==> src/core/iops_consts.svh <==
// Constants of the I/O port select, serial and test-port block
`ifndef IOPS_CONSTS_SVH
`define IOPS_CONSTS_SVH

// Port addresses
`define IOPS_PORT_AUX_STATUS_CONTROL 8'hcc
`define IOPS_PORT_AUX_DATA 8'hcd
`define IOPS_PORT_TERM_STATUS_CONTROL 8'hce
`define IOPS_PORT_TERM_DATA 8'hcf
`define IOPS_PORT_LINK_DATA 8'he8
`define IOPS_PORT_LINK_STATUS_CONTROL 8'he9
`define IOPS_PORT_TEST_STATUS_CONTROL 8'hea
`define IOPS_PORT_TEST_DATA 8'heb

// Decoder fields: pair select on addr[7:1], range select on addr[7:3], sub-port on addr[2:0]
`define IOPS_AUX_PAIR 7'h66
`define IOPS_TERM_PAIR 7'h67
`define IOPS_RANGE_BLOCK 5'h1d
`define IOPS_SUB_LINK_DATA 3'h0
`define IOPS_SUB_LINK_STAT 3'h1
`define IOPS_SUB_TEST_STAT 3'h2
`define IOPS_SUB_TEST_DATA 3'h3

// Timing
`define IOPS_CLK_HZ 40000000
`define IOPS_LINK_BAUD 153600
`define IOPS_ADAPTER_DIV 16
`define IOPS_OVERSAMPLE 16
`define IOPS_RATE_0 110
`define IOPS_RATE_1 150
`define IOPS_RATE_2 300
`define IOPS_RATE_3 600
`define IOPS_RATE_4 1200
`define IOPS_RATE_5 2400
`define IOPS_RATE_6 4800
`define IOPS_RATE_7 9600
`define IOPS_DATA_BITS 8

// Link control latch bits
`define IOPS_CTL_PARITY_EN 0
`define IOPS_CTL_PARITY_ODD 1
`define IOPS_CTL_TWO_STOP 2

// Link status byte bits
`define IOPS_ST_RX_READY 0
`define IOPS_ST_TX_EMPTY 1
`define IOPS_ST_PARITY_ERR 2
`define IOPS_ST_FRAME_ERR 3
`define IOPS_ST_OVERRUN 4

`endif

==> src/core/iops_pkg.sv <==
// Types of the I/O port select, serial and test-port block
package iops_pkg;

	typedef enum logic [1:0] {RX_IDLE, RX_START, RX_DATA} iops_rx_t;

	// One processor bus cycle as seen by the decoder
	typedef struct packed {
		logic [7:0] addr;
		logic io;
		logic op;
		logic wr;
		logic wvalid;
		logic [7:0] data;
	} iops_bus_t;

	typedef struct packed {
		logic [2:0] aux_rate_s1, aux_rate, term_rate_s1, term_rate;
		logic jmp_s1, jmp, ext_s1, ext, ext_d, rx_s1, rx;
		logic [7:0] tin_s1, tin, tstat_s1, tstat;
		logic [15:0] aux_cnt, term_cnt;
		logic aux_clk, term_clk;
		logic [7:0] adp_cnt;
		logic op_d, armed, aux_en, term_en;
		logic aux_sel_n, term_sel_n, rs, adp_read;
		logic rx_rd_n, st_rd_n, tx_wr_n, ctl_wr_n;
		logic ts_rd_n, td_rd_n, tc_wr_n, td_wr_n;
		logic [7:0] dout;
		logic dout_oe_n;
		logic [7:0] link_ctl, test_ctl, test_out;
		logic [7:0] tx_hold;
		logic tx_full, tx_busy, tx_line;
		logic [11:0] tx_shift;
		logic [3:0] tx_bits;
		logic [15:0] tx_cnt;
		iops_rx_t rx_st;
		logic [15:0] rx_cnt;
		logic [3:0] rx_bits;
		logic [9:0] rx_sh;
		logic [7:0] rx_data;
		logic rx_ready, perr, ferr, oerr;
	} iops_state_t;

endpackage : iops_pkg

==> src/core/iops_top.sv <==
// I/O port decoder with serial-adapter selects, fast serial link and test port
`timescale 1ns/10ps
`default_nettype none
`include "iops_consts.svh"

module iops_top import iops_pkg::*; #(
	parameter int CLK_HZ = `IOPS_CLK_HZ,
	parameter int LINK_BAUD = `IOPS_LINK_BAUD,
	parameter int ADAPTER_DIV = `IOPS_ADAPTER_DIV
) (
	input wire logic mclk_i,
	input wire logic nrst_i,
	input wire iops_bus_t bus_i,
	input wire logic [2:0] aux_rate_sel_i,
	input wire logic [2:0] terminal_rate_sel_i,
	input wire logic aux_ext_clk_jumper_i,
	input wire logic aux_ext_clk_i,
	input wire logic link_rx_i,
	input wire logic [2:0] link_dma_status_i,
	input wire logic [7:0] test_status_i,
	input wire logic [7:0] test_data_in_bus_i,
	output logic aux_adapter_select_n_o,
	output logic terminal_adapter_select_n_o,
	output logic register_select_bit_o,
	output logic adapter_read_o,
	output logic aux_adapter_enable_o,
	output logic terminal_adapter_enable_o,
	output logic aux_serial_clk_o,
	output logic terminal_serial_clk_o,
	output logic link_tx_o,
	output logic link_rx_read_n_o,
	output logic link_status_read_n_o,
	output logic link_tx_write_n_o,
	output logic link_control_write_n_o,
	output logic [7:0] link_control_o,
	output logic test_status_read_n_o,
	output logic test_data_read_n_o,
	output logic test_control_write_n_o,
	output logic test_data_write_n_o,
	output logic [7:0] test_control_o,
	output logic [7:0] test_data_out_bus_o,
	output logic [7:0] data_o,
	output logic data_oe_n_o
);

	// ----------------------------------------
	// Derived timing
	// ----------------------------------------
	localparam int LINK_BIT = CLK_HZ / LINK_BAUD;
	localparam int SLOWEST_HALF = CLK_HZ / (2 * `IOPS_OVERSAMPLE * `IOPS_RATE_0);

	if (LINK_BIT < 4 || LINK_BIT > 65535 || SLOWEST_HALF > 65535 || ADAPTER_DIV < 2
		|| ADAPTER_DIV > 255 || CLK_HZ / (2 * `IOPS_OVERSAMPLE * `IOPS_RATE_7) < 1) begin : g_bad
		$error("iops_top: clock or rate parameters out of range");
	end

	// Half period of the 16x adapter clock for one selector position
	function automatic logic [15:0] half_count(input logic [2:0] sel);
		int rate;
		case (sel)
			3'h0: rate = `IOPS_RATE_0;
			3'h1: rate = `IOPS_RATE_1;
			3'h2: rate = `IOPS_RATE_2;
			3'h3: rate = `IOPS_RATE_3;
			3'h4: rate = `IOPS_RATE_4;
			3'h5: rate = `IOPS_RATE_5;
			3'h6: rate = `IOPS_RATE_6;
			default: rate = `IOPS_RATE_7;
		endcase
		half_count = 16'(CLK_HZ / (2 * `IOPS_OVERSAMPLE * rate));
	endfunction : half_count

	function automatic logic par_of(input logic [7:0] d, input logic odd);
		par_of = (^d) ^ odd;
	endfunction : par_of
	// Strobes, selects, the adapter read line, the read-data enable and serial lines idle high; everything else clears
	localparam iops_state_t ST_RESET = '{rx_s1: 1'b1, rx: 1'b1, aux_sel_n: 1'b1, term_sel_n: 1'b1,
		adp_read: 1'b1, rx_rd_n: 1'b1, st_rd_n: 1'b1, tx_wr_n: 1'b1, ctl_wr_n: 1'b1,
		ts_rd_n: 1'b1, td_rd_n: 1'b1, tc_wr_n: 1'b1, td_wr_n: 1'b1, dout_oe_n: 1'b1,
		tx_line: 1'b1, rx_st: RX_IDLE, default: '0};
	iops_state_t st_reg;
	iops_state_t st_next;

	// ----------------------------------------
	// Decode and next state
	// ----------------------------------------
	always_comb begin
		logic range_n;
		logic rd_ok;
		logic wr_ok;
		logic adp_tick;
		logic aux_hit;
		logic term_hit;
		logic [3:0] rx_need;
		logic [7:0] status;
		range_n = 1'b1;
		rd_ok = 1'b0;
		wr_ok = 1'b0;
		adp_tick = 1'b0;
		aux_hit = 1'b0;
		term_hit = 1'b0;
		rx_need = 4'h0;
		status = 8'h00;
		st_next = st_reg;

		// Pin synchronisers: first stage feeds only the second
		st_next.aux_rate_s1 = aux_rate_sel_i;
		st_next.aux_rate = st_reg.aux_rate_s1;
		st_next.term_rate_s1 = terminal_rate_sel_i;
		st_next.term_rate = st_reg.term_rate_s1;
		st_next.jmp_s1 = aux_ext_clk_jumper_i;
		st_next.jmp = st_reg.jmp_s1;
		st_next.ext_s1 = aux_ext_clk_i;
		st_next.ext = st_reg.ext_s1;
		st_next.ext_d = st_reg.ext;
		st_next.rx_s1 = link_rx_i;
		st_next.rx = st_reg.rx_s1;
		st_next.tin_s1 = test_data_in_bus_i;
		st_next.tin = st_reg.tin_s1;
		st_next.tstat_s1 = test_status_i;
		st_next.tstat = st_reg.tstat_s1;

		// Adapter chip selects and register select
		aux_hit = bus_i.io && bus_i.op && bus_i.addr[7:1] == `IOPS_AUX_PAIR;
		term_hit = bus_i.io && bus_i.op && bus_i.addr[7:1] == `IOPS_TERM_PAIR;
		st_next.aux_sel_n = !aux_hit;
		st_next.term_sel_n = !term_hit;
		// Adapter picks status/control or data from bit zero, direction from the bus
		st_next.rs = bus_i.addr[0];
		st_next.adp_read = !bus_i.wr;

		// Adapter enable waits for the first adapter clock after the request rises
		st_next.adp_cnt = st_reg.adp_cnt + 8'h01;
		if (st_reg.adp_cnt == 8'(ADAPTER_DIV - 1)) begin
			st_next.adp_cnt = 8'h00;
			adp_tick = 1'b1;
		end
		st_next.op_d = bus_i.op;
		if (bus_i.op && !st_reg.op_d) begin
			st_next.armed = 1'b1;
		end
		if (!bus_i.op) begin
			st_next.armed = 1'b0;
			st_next.aux_en = 1'b0;
			st_next.term_en = 1'b0;
		end else if (adp_tick && (st_reg.armed || (bus_i.op && !st_reg.op_d))) begin
			st_next.armed = 1'b0;
			st_next.aux_en = aux_hit;
			st_next.term_en = term_hit;
		end

		// Baud rate clocks: square wave at sixteen times the chosen rate, except aux at selector 0 with the jumper, which follows the external clock
		st_next.aux_cnt = st_reg.aux_cnt + 16'h0001;
		if (st_reg.aux_cnt >= half_count(st_reg.aux_rate) - 16'h0001) begin
			st_next.aux_cnt = 16'h0000;
			st_next.aux_clk = !st_reg.aux_clk;
		end
		if (st_reg.jmp && st_reg.aux_rate == 3'h0) begin
			st_next.aux_clk = st_reg.ext_d;
		end
		st_next.term_cnt = st_reg.term_cnt + 16'h0001;
		if (st_reg.term_cnt >= half_count(st_reg.term_rate) - 16'h0001) begin
			st_next.term_cnt = 16'h0000;
			st_next.term_clk = !st_reg.term_clk;
		end

		// Strobes for the E8..EF block
		range_n = !(bus_i.io && bus_i.addr[7:3] == `IOPS_RANGE_BLOCK);
		rd_ok = !range_n && bus_i.op && !bus_i.wr;
		wr_ok = !range_n && bus_i.op && bus_i.wr && bus_i.wvalid;
		st_next.rx_rd_n = !(rd_ok && bus_i.addr[2:0] == `IOPS_SUB_LINK_DATA);
		st_next.st_rd_n = !(rd_ok && bus_i.addr[2:0] == `IOPS_SUB_LINK_STAT);
		st_next.ts_rd_n = !(rd_ok && bus_i.addr[2:0] == `IOPS_SUB_TEST_STAT);
		st_next.td_rd_n = !(rd_ok && bus_i.addr[2:0] == `IOPS_SUB_TEST_DATA);
		st_next.tx_wr_n = !(wr_ok && bus_i.addr[2:0] == `IOPS_SUB_LINK_DATA);
		st_next.ctl_wr_n = !(wr_ok && bus_i.addr[2:0] == `IOPS_SUB_LINK_STAT);
		st_next.tc_wr_n = !(wr_ok && bus_i.addr[2:0] == `IOPS_SUB_TEST_STAT);
		st_next.td_wr_n = !(wr_ok && bus_i.addr[2:0] == `IOPS_SUB_TEST_DATA);
		status = {link_dma_status_i, st_reg.oerr, st_reg.ferr, st_reg.perr,
			!st_reg.tx_full, st_reg.rx_ready};
		// Read data; other ports leave the bus released
		st_next.dout_oe_n = !(rd_ok && bus_i.addr[2:0] <= `IOPS_SUB_TEST_DATA);
		st_next.dout = 8'h00;
		if (rd_ok) begin
			case (bus_i.addr[2:0])
				`IOPS_SUB_LINK_DATA: st_next.dout = st_reg.rx_data;
				`IOPS_SUB_LINK_STAT: st_next.dout = status;
				`IOPS_SUB_TEST_STAT: st_next.dout = st_reg.tstat;
				`IOPS_SUB_TEST_DATA: st_next.dout = st_reg.tin;
				default: st_next.dout = 8'h00;
			endcase
		end
		// Write latches
		if (wr_ok) begin
			case (bus_i.addr[2:0])
				`IOPS_SUB_LINK_DATA: begin
					st_next.tx_hold = bus_i.data;
					st_next.tx_full = 1'b1;
				end
				`IOPS_SUB_LINK_STAT: st_next.link_ctl = bus_i.data;
				`IOPS_SUB_TEST_STAT: st_next.test_ctl = bus_i.data;
				`IOPS_SUB_TEST_DATA: st_next.test_out = bus_i.data;
				default: st_next.tx_full = st_reg.tx_full;
			endcase
		end

		// Link transmitter: start, data LSB first, optional parity, one or two stops
		if (st_reg.tx_busy) begin
			st_next.tx_cnt = st_reg.tx_cnt + 16'h0001;
			if (st_reg.tx_cnt == 16'(LINK_BIT - 1)) begin
				st_next.tx_cnt = 16'h0000;
				st_next.tx_shift = {1'b1, st_reg.tx_shift[11:1]};
				st_next.tx_line = st_reg.tx_shift[1];
				st_next.tx_bits = st_reg.tx_bits - 4'h1;
				if (st_reg.tx_bits == 4'h1) begin
					st_next.tx_busy = 1'b0;
					st_next.tx_line = 1'b1;
				end
			end
		end else if (st_reg.tx_full) begin
			st_next.tx_busy = 1'b1;
			st_next.tx_full = !st_next.tx_wr_n && st_reg.tx_wr_n; // A fresh load here is kept
			st_next.tx_cnt = 16'h0000;
			st_next.tx_line = 1'b0;
			if (st_reg.link_ctl[`IOPS_CTL_PARITY_EN]) begin
				st_next.tx_shift = {2'b11, par_of(st_reg.tx_hold,
					st_reg.link_ctl[`IOPS_CTL_PARITY_ODD]), st_reg.tx_hold, 1'b0};
			end else begin
				st_next.tx_shift = {3'b111, st_reg.tx_hold, 1'b0};
			end
			st_next.tx_bits = 4'(1 + `IOPS_DATA_BITS + 1) + {3'h0,
				st_reg.link_ctl[`IOPS_CTL_PARITY_EN]} + {3'h0, st_reg.link_ctl[`IOPS_CTL_TWO_STOP]};
		end

		// Link receiver
		rx_need = 4'(`IOPS_DATA_BITS + 1) + {3'h0, st_reg.link_ctl[`IOPS_CTL_PARITY_EN]};
		if (!st_reg.rx_rd_n) begin
			{st_next.rx_ready, st_next.perr, st_next.ferr, st_next.oerr} = 4'h0;
		end
		case (st_reg.rx_st)
			RX_IDLE: begin
				st_next.rx_cnt = 16'h0000;
				if (!st_reg.rx) begin
					st_next.rx_st = RX_START;
				end
			end
			RX_START: begin
				st_next.rx_cnt = st_reg.rx_cnt + 16'h0001;
				if (st_reg.rx_cnt == 16'(LINK_BIT / 2 - 1)) begin
					st_next.rx_cnt = 16'h0000;
					st_next.rx_bits = 4'h0;
					st_next.rx_st = st_reg.rx ? RX_IDLE : RX_DATA;
				end
			end
			RX_DATA: begin
				st_next.rx_cnt = st_reg.rx_cnt + 16'h0001;
				if (st_reg.rx_cnt == 16'(LINK_BIT - 1)) begin
					st_next.rx_cnt = 16'h0000;
					st_next.rx_sh[st_reg.rx_bits] = st_reg.rx;
					st_next.rx_bits = st_reg.rx_bits + 4'h1;
					if (st_reg.rx_bits == rx_need - 4'h1) begin
						// Errors and ready are set after the read clear: set wins
						st_next.rx_st = RX_IDLE;
						st_next.rx_data = st_reg.rx_sh[7:0];
						st_next.rx_ready = 1'b1;
						st_next.oerr = st_reg.rx_ready && st_reg.rx_rd_n;
						st_next.ferr = !st_reg.rx;
						st_next.perr = st_reg.link_ctl[`IOPS_CTL_PARITY_EN] &&
							(st_reg.rx_sh[8] != par_of(st_reg.rx_sh[7:0],
							st_reg.link_ctl[`IOPS_CTL_PARITY_ODD]));
					end
				end
			end
			default: st_next.rx_st = RX_IDLE;
		endcase
	end

	// ----------------------------------------
	// State register
	// ----------------------------------------
	always_ff @(posedge mclk_i or negedge nrst_i) begin
		if (!nrst_i) begin
			st_reg <= ST_RESET;
		end else begin
			st_reg <= st_next;
		end
	end
	assign aux_adapter_select_n_o = st_reg.aux_sel_n;
	assign terminal_adapter_select_n_o = st_reg.term_sel_n;
	assign register_select_bit_o = st_reg.rs;
	assign adapter_read_o = st_reg.adp_read;
	assign aux_adapter_enable_o = st_reg.aux_en;
	assign terminal_adapter_enable_o = st_reg.term_en;
	assign aux_serial_clk_o = st_reg.aux_clk;
	assign terminal_serial_clk_o = st_reg.term_clk;
	assign link_tx_o = st_reg.tx_line;
	assign link_rx_read_n_o = st_reg.rx_rd_n;
	assign link_status_read_n_o = st_reg.st_rd_n;
	assign link_tx_write_n_o = st_reg.tx_wr_n;
	assign link_control_write_n_o = st_reg.ctl_wr_n;
	assign link_control_o = st_reg.link_ctl;
	assign test_status_read_n_o = st_reg.ts_rd_n;
	assign test_data_read_n_o = st_reg.td_rd_n;
	assign test_control_write_n_o = st_reg.tc_wr_n;
	assign test_data_write_n_o = st_reg.td_wr_n;
	assign test_control_o = st_reg.test_ctl;
	assign test_data_out_bus_o = st_reg.test_out;
	assign data_o = st_reg.dout;
	assign data_oe_n_o = st_reg.dout_oe_n;

endmodule : iops_top
`default_nettype wire

==> config.mk <==
export PLATFORM = sky130hd
export DESIGN_NAME = iops_top
export DESIGN_NICKNAME = d
export VERILOG_FILES = /design/src/core/iops_pkg.sv /design/src/core/iops_top.sv
export VERILOG_INCLUDE_DIRS = /design/src /design/src/core
export SDC_FILE = /design/constraint.sdc
export NUM_CORES = 1
export LEC_CHECK = 0
export BUFFER_PORTS_ARGS = -buffer_cell sky130_fd_sc_hd__clkbuf_2
export CORE_UTILIZATION = 23
export DETAILED_ROUTE_END_ITERATION = 8
export SYNTH_ARGS = -nofsm -noshare
export SYNTH_HDL_FRONTEND = slang
export SYNTH_SLANG_ARGS = --single-unit
==> constraint.sdc <==
create_clock -name mclk_i -period 82.7 [get_ports mclk_i]
set_input_delay 16.54 -clock mclk_i [delete_from_list [all_inputs] [get_ports mclk_i]]
set_output_delay 16.54 -clock mclk_i [all_outputs]
set_load 0.02 [all_outputs]
# After elaboration in Yosys (flattened, before gate mapping)
# Index checks and enable logic that the tools add are counted.
op_classes:
  reduce_logical: 61
  n_lt_le_gt_ge: 5
  bitwise: 2
  eq_ne: 34
  div_mod_pow: 2
  addsub: 13
  n_mux: 35
op_table:
  columns: ["operator", "count"]
  rows:
  - ["one-hot mux 14 bit (7 select lines)", 2]
  - ["2-to-1 mux 34 bit", 2]
  - ["adder 16 x 1 -> 16 bit, second input constant", 4]
  - ["divider 27 x 32 -> 32 bit, first input constant", 2]
  - ["one-hot mux 16 bit (3 select lines)", 1]
  - ["2-to-1 mux 44 bit", 1]
  - ["2-to-1 mux 35 bit", 1]
  - ["== test 16 x 9 -> 1 bit, second input constant", 2]
  - ["greater-or-equal comparator 16 bit", 2]
  - ["2-to-1 mux 16 bit", 2]
  - ["one-hot mux 8 bit (4 select lines)", 1]
  - ["subtractor 16 x 1 -> 16 bit, second input constant", 2]
  - ["logical AND 1 bit", 24]
  - ["2-to-1 mux 22 bit", 1]
  - ["== test 3 x 2 -> 1 bit, second input constant", 6]
  - ["== test 3 bit, second input constant", 6]
  - ["logical NOT 1 bit", 17]
  - ["== test 16 x 8 -> 1 bit, second input constant", 1]
  - ["2-to-1 mux 8 bit", 2]
  - ["XOR reduction 8 bit", 2]
  - ["== test 7 bit, second input constant", 2]
  - ["2-to-1 mux 12 bit", 1]
  - ["AND reduction 2 bit", 6]
  - ["bitwise mux 10 bit", 1]
  - ["other kinds (35)", 61]
word_totals:
  word_cells: 209
  out_inout_bits: 50
  in_bits: 50
  reg_bits: 229

# Logic depth before layout (Yosys ltp)
# Gate-level depths: netlist of run 1.
depth:
  ltp_word: 9
  depth_mapped: 262
  ltp_nobuf: 238

# Worst setup path before layout of run 1
# Ideal clock, no wire load.
synth_path:
  kind: "reg2reg"
  from: "reg st_reg[224] (netlist name)"
  to: "reg st_reg (netlist bit aux_serial_clk_o)"
  n_path_buf: 28
  setup_ns: 0.125
  stages_incl_launch_ff: 245
  synth_period_minus_slack_ns: 44.917
  path_slack_ns: 37.783
  required_ns: 82.575
  t_arrival_ns: 44.792
  cell_sequence: "dfrtp_1 > clkbuf_1 > clkinv_1 > ha_1 > buf_2 > o21ba_2 > clkbuf_1 > nor2b_1 > clkbuf_1 > inv_1 > fa_1 > nand2b_1 > a211oi_1 > o2111ai_1 > nor2_1 > ha_1 > o21a_1 > o22a_1 > (+209 left out) > ha_1 > nor2b_1 > o21ai_0 > nand2b_1 > a21oi_1 > nor2b_1 > o21ai_0 > nand2b_1 > a21oi_1 > nor2b_1 > o21ai_0 > nand2b_1 > a21oi_1 > nor2b_1 > o21ai_0 > nand2_1 > xor2_1 > mux2_2"
synth_between:
  elab_chain_len: 6
  elab_cells_between_ends: 14
  cone_classes: "add/sub (1); div (1); order compare (1); eq/ne (6); mux (2); reduce/logical (3)"
synth_rtl:
  columns: ["item", "line_no", "source"]
  rows:
  - ["start, declared", "iops_top.sv:81", "iops_state_t st_reg;"]
  - ["start signal, assigned", "iops_top.sv:285", "st_reg <= st_next;"]
  - ["== test 3 bit (tied with other cells)", "iops_top.sv:60", "case (sel)"]
  - ["one-hot mux 14 bit (7 select lines)", "iops_top.sv:60", null]
  - ["divider 27 x 32 -> 32 bit", "iops_top.sv:70", "half_count = 16'(CLK_HZ / (2 * `IOPS_OVERSAMPLE * rate));"]
  - ["subtractor 16 x 1 -> 16 bit", "iops_top.sv:154", "if (st_reg.aux_cnt >= half_count(st_reg.aux_rate) - 16'h0001) begin"]
  - ["greater-or-equal comparator 16 bit", "iops_top.sv:154", null]
  - ["nonzero test 2 bit (no line)", null, null]
# Parallel ways exist; a longest one is shown, timed or not.
# A chain may end at the register's enable or synchronous reset.

# Final worst setup path of run 1
layout_path:
  from: "reg st_reg[223] (netlist name)"
  to: "reg st_reg (netlist bit aux_serial_clk_o)"
# Same word-level chain as after synthesis.

==> flow_summary.toml, run 1 <==
[clock_network]
numCtsBuffers = 26
cts_buffer_depth = 3
cts_root_buffer = "clkbuf_16"
cts-resized-gates = 0
cts_tree = "done"
postCtsSetupBuffers = 0
cts_sinks = 227
postCtsHoldBufs = 0
clk_pin_slew_ps = 70
htreeDepth = 1
clk_latency_ps = 590

[sta]
period_needed_ps = 54080
setup_violations = 0
max_freq_ghz = 0.01849
rsz0062_at_grt = "false"
worstMarginPinSlew_ps = 1297
timing.final.max_slew_violations = 0
fin_tns_setup_ps = 0
hold_viol = 0
finalCritPeriodShare_pct = 65.39
fin_skew_ps = 26.58
relSlewSlack_pct = 13.01

[global_route]
antenna_found_initial = 1
grt_overflow = 0
grt_max_degree = 107
grt_usage_pct = 14.67
grt_pass1_vias = 34640
grt_pass1_wl_um = 193000

[worst_hold_path]
hold_path_class = "reg -> reg"

[routing]
drtIter0Drc = 3135
wl_per_cell_um = 17.86
routed_wl_um = 121700
drc = 0
firstDrtPassIters = 6
via_count = 36790
ant_nets = 0
via_per_inst = 5.398

[outcome]
status = "finished, final reports clean"

[floorplan]
start_util_pct = 23.23
die_area_um2 = 159700
die_height_um = 399.7
rows = 145
fp.coreArea_um2 = 156600
io_pins = 100
fp.dieW_um = 399.7

[critical_path]
max_stage_delay_ps = 1070
required_ps = 83160
setup.worst_path.end_class = "flip-flop"
crit_family = "compound AO/OA/AOI/OAI gates"
cp.arrival_ps = 54530
cp_slowest_cell = "o31ai_2"
crit_fanout = 27
criticalPathCategory = "reg -> reg"
critical_path.startpoint_type = "flip-flop"
path_buf_inv = 7

[synth]
syn_area_um2 = 36370
ys_seq_area_share_pct = 15.67
ys.flop_type = "dfrtp_1"
avgSynthCellArea_um2 = 7.654
synth_edf_count = 0
syn_inst = 4752
ys_warn_count = 0
async_flop_share_pct = 100.0
synth-seq-cells = 227
ys_types = 141

[layout]
antenna_cells = 0
nNetsFinal = 5177
syn2layout_area_growth_pct = 9.894
final_util_pct = 25.53
nFillCells = 17030
largest_register_ffs = 142
layout-drive-gt1-share_pct = 10.85

[placed_design]
globalplace.congestion = 0.9359
portBuffers = 99
dp_hpwl_um = 91600

[job]
drv_cap = 0
-- cells in the final DEF (no fill, tap or decap), types with 18 or more instances in the layout --
cell type,netlist,layout
ha_1,384,384
mux2_2,117,117
nor4_1,27,26
nand2b_1,95,95
nand3_1,126,126
or3_1,55,55
a21oi_1,371,371
nor3_1,77,77
or2_2,31,31
mux2i_1,57,57
nand2_1,470,470
clkbuf_2,1,98
clkbuf_16,0,26
a21o_1,146,146
xnor2_1,231,231
o21a_1,68,68
inv_1,124,124
a31oi_1,82,82
and2_1,62,62
a211o_1,30,30
o21ai_0,321,320
and3_1,89,89
nand4_1,48,48
nor3b_1,23,23
dfrtp_1,212,212
o31a_1,18,18
xor2_1,116,115
a211oi_1,55,55
o31ai_1,43,42
o21bai_1,26,26
o211ai_1,41,41
nor2b_1,76,75
nor2_1,445,442
buf_4,45,59
-- worst reg2reg max path, delay by kind of cell (launching register included) --
family | cells | cell delay, ps
and+or+nand+nor | 65 | 13570
adders and majority gates | 21 | 7760
DFF | 1 | 650
xor gates and xnor gates | 7 | 1240
muxes | 5 | 1990
buffers and inverters | 7 | 1810
AOI/OAI and AO/OA | 113 | 26840
-- metrics by stage --
stage / hold slack [ps] / cells / setup WS, ps / cell area, um^2
after global routing: 352.5 / 6815 / 24330 / 39970
after global placement: 331.3 / 6767 / 29980 / 38990
after CTS: 347.0 / 6815 / 29410 / 39970
after detailed placement: 334.7 / 6767 / 29620 / 38990
after floorplan: 331.2 / 4764 / 37780 / 36410
final: 344.2 / 6815 / 28620 / 39970
-- cells by family (layout without fill, tap and decap cells) --
group	Yosys count	count (layout)	share of synthesized area (%)
flip-flops	227	227	15.67
multiplexers	194	194	6.113
adder cells (fa/ha/maj)	390	390	13.54
AO/OA/AOI/OAI	1522	1522	28.38
buffers and inverters	346	339	4.159
other	2	14	0.02065
XOR/XNOR	347	347	8.356
AND/OR/NAND/NOR	1724	1724	23.76
-- per-layer routing --
layer / part of all wire (%) / vias up / GRT usage [%] / wire length, um
met2: 46 / 1276 / 24.31 / 55720
met4: 3.1 / 0 / 4.246 / 3720
met3: 6.0 / 241 / 1.617 / 7291
met1: 45 / 17690 / 19.90 / 54970
met5: 0 / - / 0 / 0
li1: - / 17580 / - / -
-- layout make-up --
type | count | area (um^2) | area share [%]
inverters | 133 | 499.2 | 1.249
clock buffers | 32 | 723.2 | 1.809
repair buffers | 158 | 948.4 | 2.373
multi-input cells | 4191 | 29270 | 73.24
well taps | 2058 | 2575 | 6.443
flip-flops and latches | 227 | 5699 | 14.26
clock inverters | 16 | 251.5 | 0.6292
-- synth_stat cells (26+ instances only) --
cell	n	share of area, %
a211o_1	30	0.72
a211oi_1	55	1.1
a21o_1	146	3.0
a21oi_1	371	5.1
a31oi_1	82	1.4
and2_1	62	1.1
and3_1	89	1.5
buf_4	45	0.93
clkbuf_1	120	1.2
dfrtp_1	212	15
ha_1	384	13
inv_1	124	1.3
mux2_2	117	3.6
mux2i_1	57	1.6
nand2_1	470	4.9
nand2b_1	95	1.6
nand3_1	126	1.7
nand4_1	48	0.83
nor2_1	445	4.6
nor2b_1	76	1.3
nor3_1	77	1.1
nor4_1	27	0.46
o211ai_1	41	0.85
o21a_1	68	1.4
o21ai_0	321	4.4
o21bai_1	26	0.54
o31ai_1	43	0.89
or2_2	31	0.53
or3_1	55	0.95
xnor2_1	231	5.6
xor2_1	116	2.8
-- final timing paths --
check | slack (ps) | endpoint | cells past startpoint | startpoint
hold / removal | 340 | st_reg[198] | 0 | st_next[198]
setup / recovery | 28620 | aux_serial_clk_o | 218 | st_reg[223]
hold reg to reg | 340 | st_reg[198] | 0 | st_next[198]
max in group asynchronous | 65260 | st_next[223] | 2 | nrst_i
min in group asynchronous | 15990 | st_next[219] | 1 | nrst_i
setup reg to reg | 28620 | aux_serial_clk_o | 218 | st_reg[223]
Power of run 1 is left out: the tool's default activity adds up to more than one toggle a clock period on the data nets, which glitch-free logic cannot reach.
==> run 2: changes to the inputs <==
- clock period: 82.7 -> 47.5 ns (I/O delays scaled with it)
==> flow_summary.toml, run 2 (synthesis gave the netlist of run 1 again) <==
[outcome]
status = "finished, final reports clean"

[layout]
nNetsFinal = 5254
nFillCells = 17020
mostFrequentLayoutCell = "nand2_1"
syn2layout_area_growth_pct = 12.01
final_cell_mix = "nand2_1, nor2_1, ha_1"
largest_register_ffs = 142
layout-drive-gt1-share_pct = 13.04

[critical_path]
cp.arrival_ps = 44540
timing.rr.start = "st_reg[218]"
required_ps = 47950
ff2ff_setup_slack_ps = 3410
crit_fanout = 27
rr_endpoint = "terminal_serial_clk_o"
crit_family = "compound AO/OA/AOI/OAI gates"
r2r_cells = 211
critical_path.startpoint_type = "flip-flop"
path_buf_inv = 13
criticalPathCategory = "reg -> reg"
max_stage_delay_ps = 610
setup.worst_path.end_class = "flip-flop"
cp_slowest_cell = "o41a_2"
cp_common_cell = "o21ai_0"

[sta]
finalCritPeriodShare_pct = 92.83
fin_skew_ps = 37.43
relSlewSlack_pct = 29.80
worstMarginPinSlew_ps = 1049
hold_viol = 0
timing.final.max_slew_violations = 0
setup_violations = 0
period_needed_ps = 44090
max_freq_ghz = 0.02268
fin_tns_setup_ps = 0

[routing]
via_count = 36860
firstDrtPassIters = 6
via_per_inst = 5.349
ant_nets = 0
drc = 0
wl_per_cell_um = 17.99
routed_wl_um = 124000
drtIter0Drc = 3205

[worst_hold_path]
min_from = "st_next[183]"
hold_path_depth = 0
hold_path_class = "reg -> reg"
hold_end = "st_reg[183]"

[global_route]
grt_overflow = 0
antenna_found_initial = 0
grt_pass1_vias = 34940
grt_max_degree = 95
grt_usage_pct = 14.78
grt_pass1_wl_um = 193900

[floorplan]
fp.coreArea_um2 = 156600
rows = 145
io_pins = 100
fp.dieW_um = 399.7
start_util_pct = 23.23
die_height_um = 399.7
die_area_um2 = 159700

[clock_network]
cts_tree = "done"
cts_buffer_depth = 3
numCtsBuffers = 25
cts_root_buffer = "clkbuf_16"
htreeDepth = 1
cts_sinks = 227
postCtsHoldBufs = 0
clk_pin_slew_ps = 70
clk_latency_ps = 590

[placed_design]
dp_hpwl_um = 93920
globalplace.congestion = 0.9449
portBuffers = 99

[job]
drv_cap = 0
run 2: changes by cell type in the layout (fill, tap and decap cells not counted), moves of 4 or more:
cell / delta
buf_4: +75
a21oi_1: -6
o21ai_0: -5
nand2_1: -4
nand2b_1: -4
run 2: per-stage QoR:
stage	std cells	instance area (um^2)	hold slack, ps	worst slack (ps)	utilization [%]
floorplan	4764	36410	331.2	2583	-
global placement	6817	39360	334.0	-2374	25.14
detailed placement	6818	39370	334.7	-2501	25.15
CTS	6864	40310	318.1	76.29	25.75
global route	6891	40730	306.2	-35.89	26.02
finish	6892	40740	311.6	3406	26.02
run 2: what timing repair did:
action / CTS / global route
endpoints found under the setup margin: 16 / 32
buffers inserted: 0 / 25
gates cloned: 0 / 2
pin swaps: 0 / 11
resized for setup: 14 / 58
run 2: worst max path at each step:
stage,startpoint,endpoint,slack [ps],depth (start not counted)
6_report,st_reg[218],terminal_serial_clk_o,3410,211
5_1_grt,st_reg[218],terminal_serial_clk_o,-40,212
4_1_cts,st_reg[218],terminal_serial_clk_o,80,203
3_5_place_dp,st_reg[219],terminal_serial_clk_o,-2500,201
3_3_place_gp,st_reg[219],terminal_serial_clk_o,-2370,200
2_1_floorplan,st_reg[224],aux_serial_clk_o,2580,244
run 2: per-layer routing:
layer / vias up / GRT usage (%) / wire, um
met5: - / 0 / 0
met4: 0 / 3.865 / 3579
met1: 17720 / 20.06 / 55750
met3: 230 / 1.483 / 7099
li1: 17730 / - / -
met2: 1189 / 24.78 / 57580
run 2: area by class of cell:
cell class / instances / area [um^2] / area share, %
diodes: 1 / 2.502 / 0.006143
clock buffers: 33 / 705.7 / 1.732
clock inverters: 13 / 185.2 / 0.4546
inverters: 133 / 504.2 / 1.238
multi-input cells: 4193 / 29540 / 72.51
flip-flops and latches: 227 / 5703 / 14.00
well taps: 2058 / 2575 / 6.321
repair buffers: 234 / 1523 / 3.738
Power of run 2 is left out for the same reason.
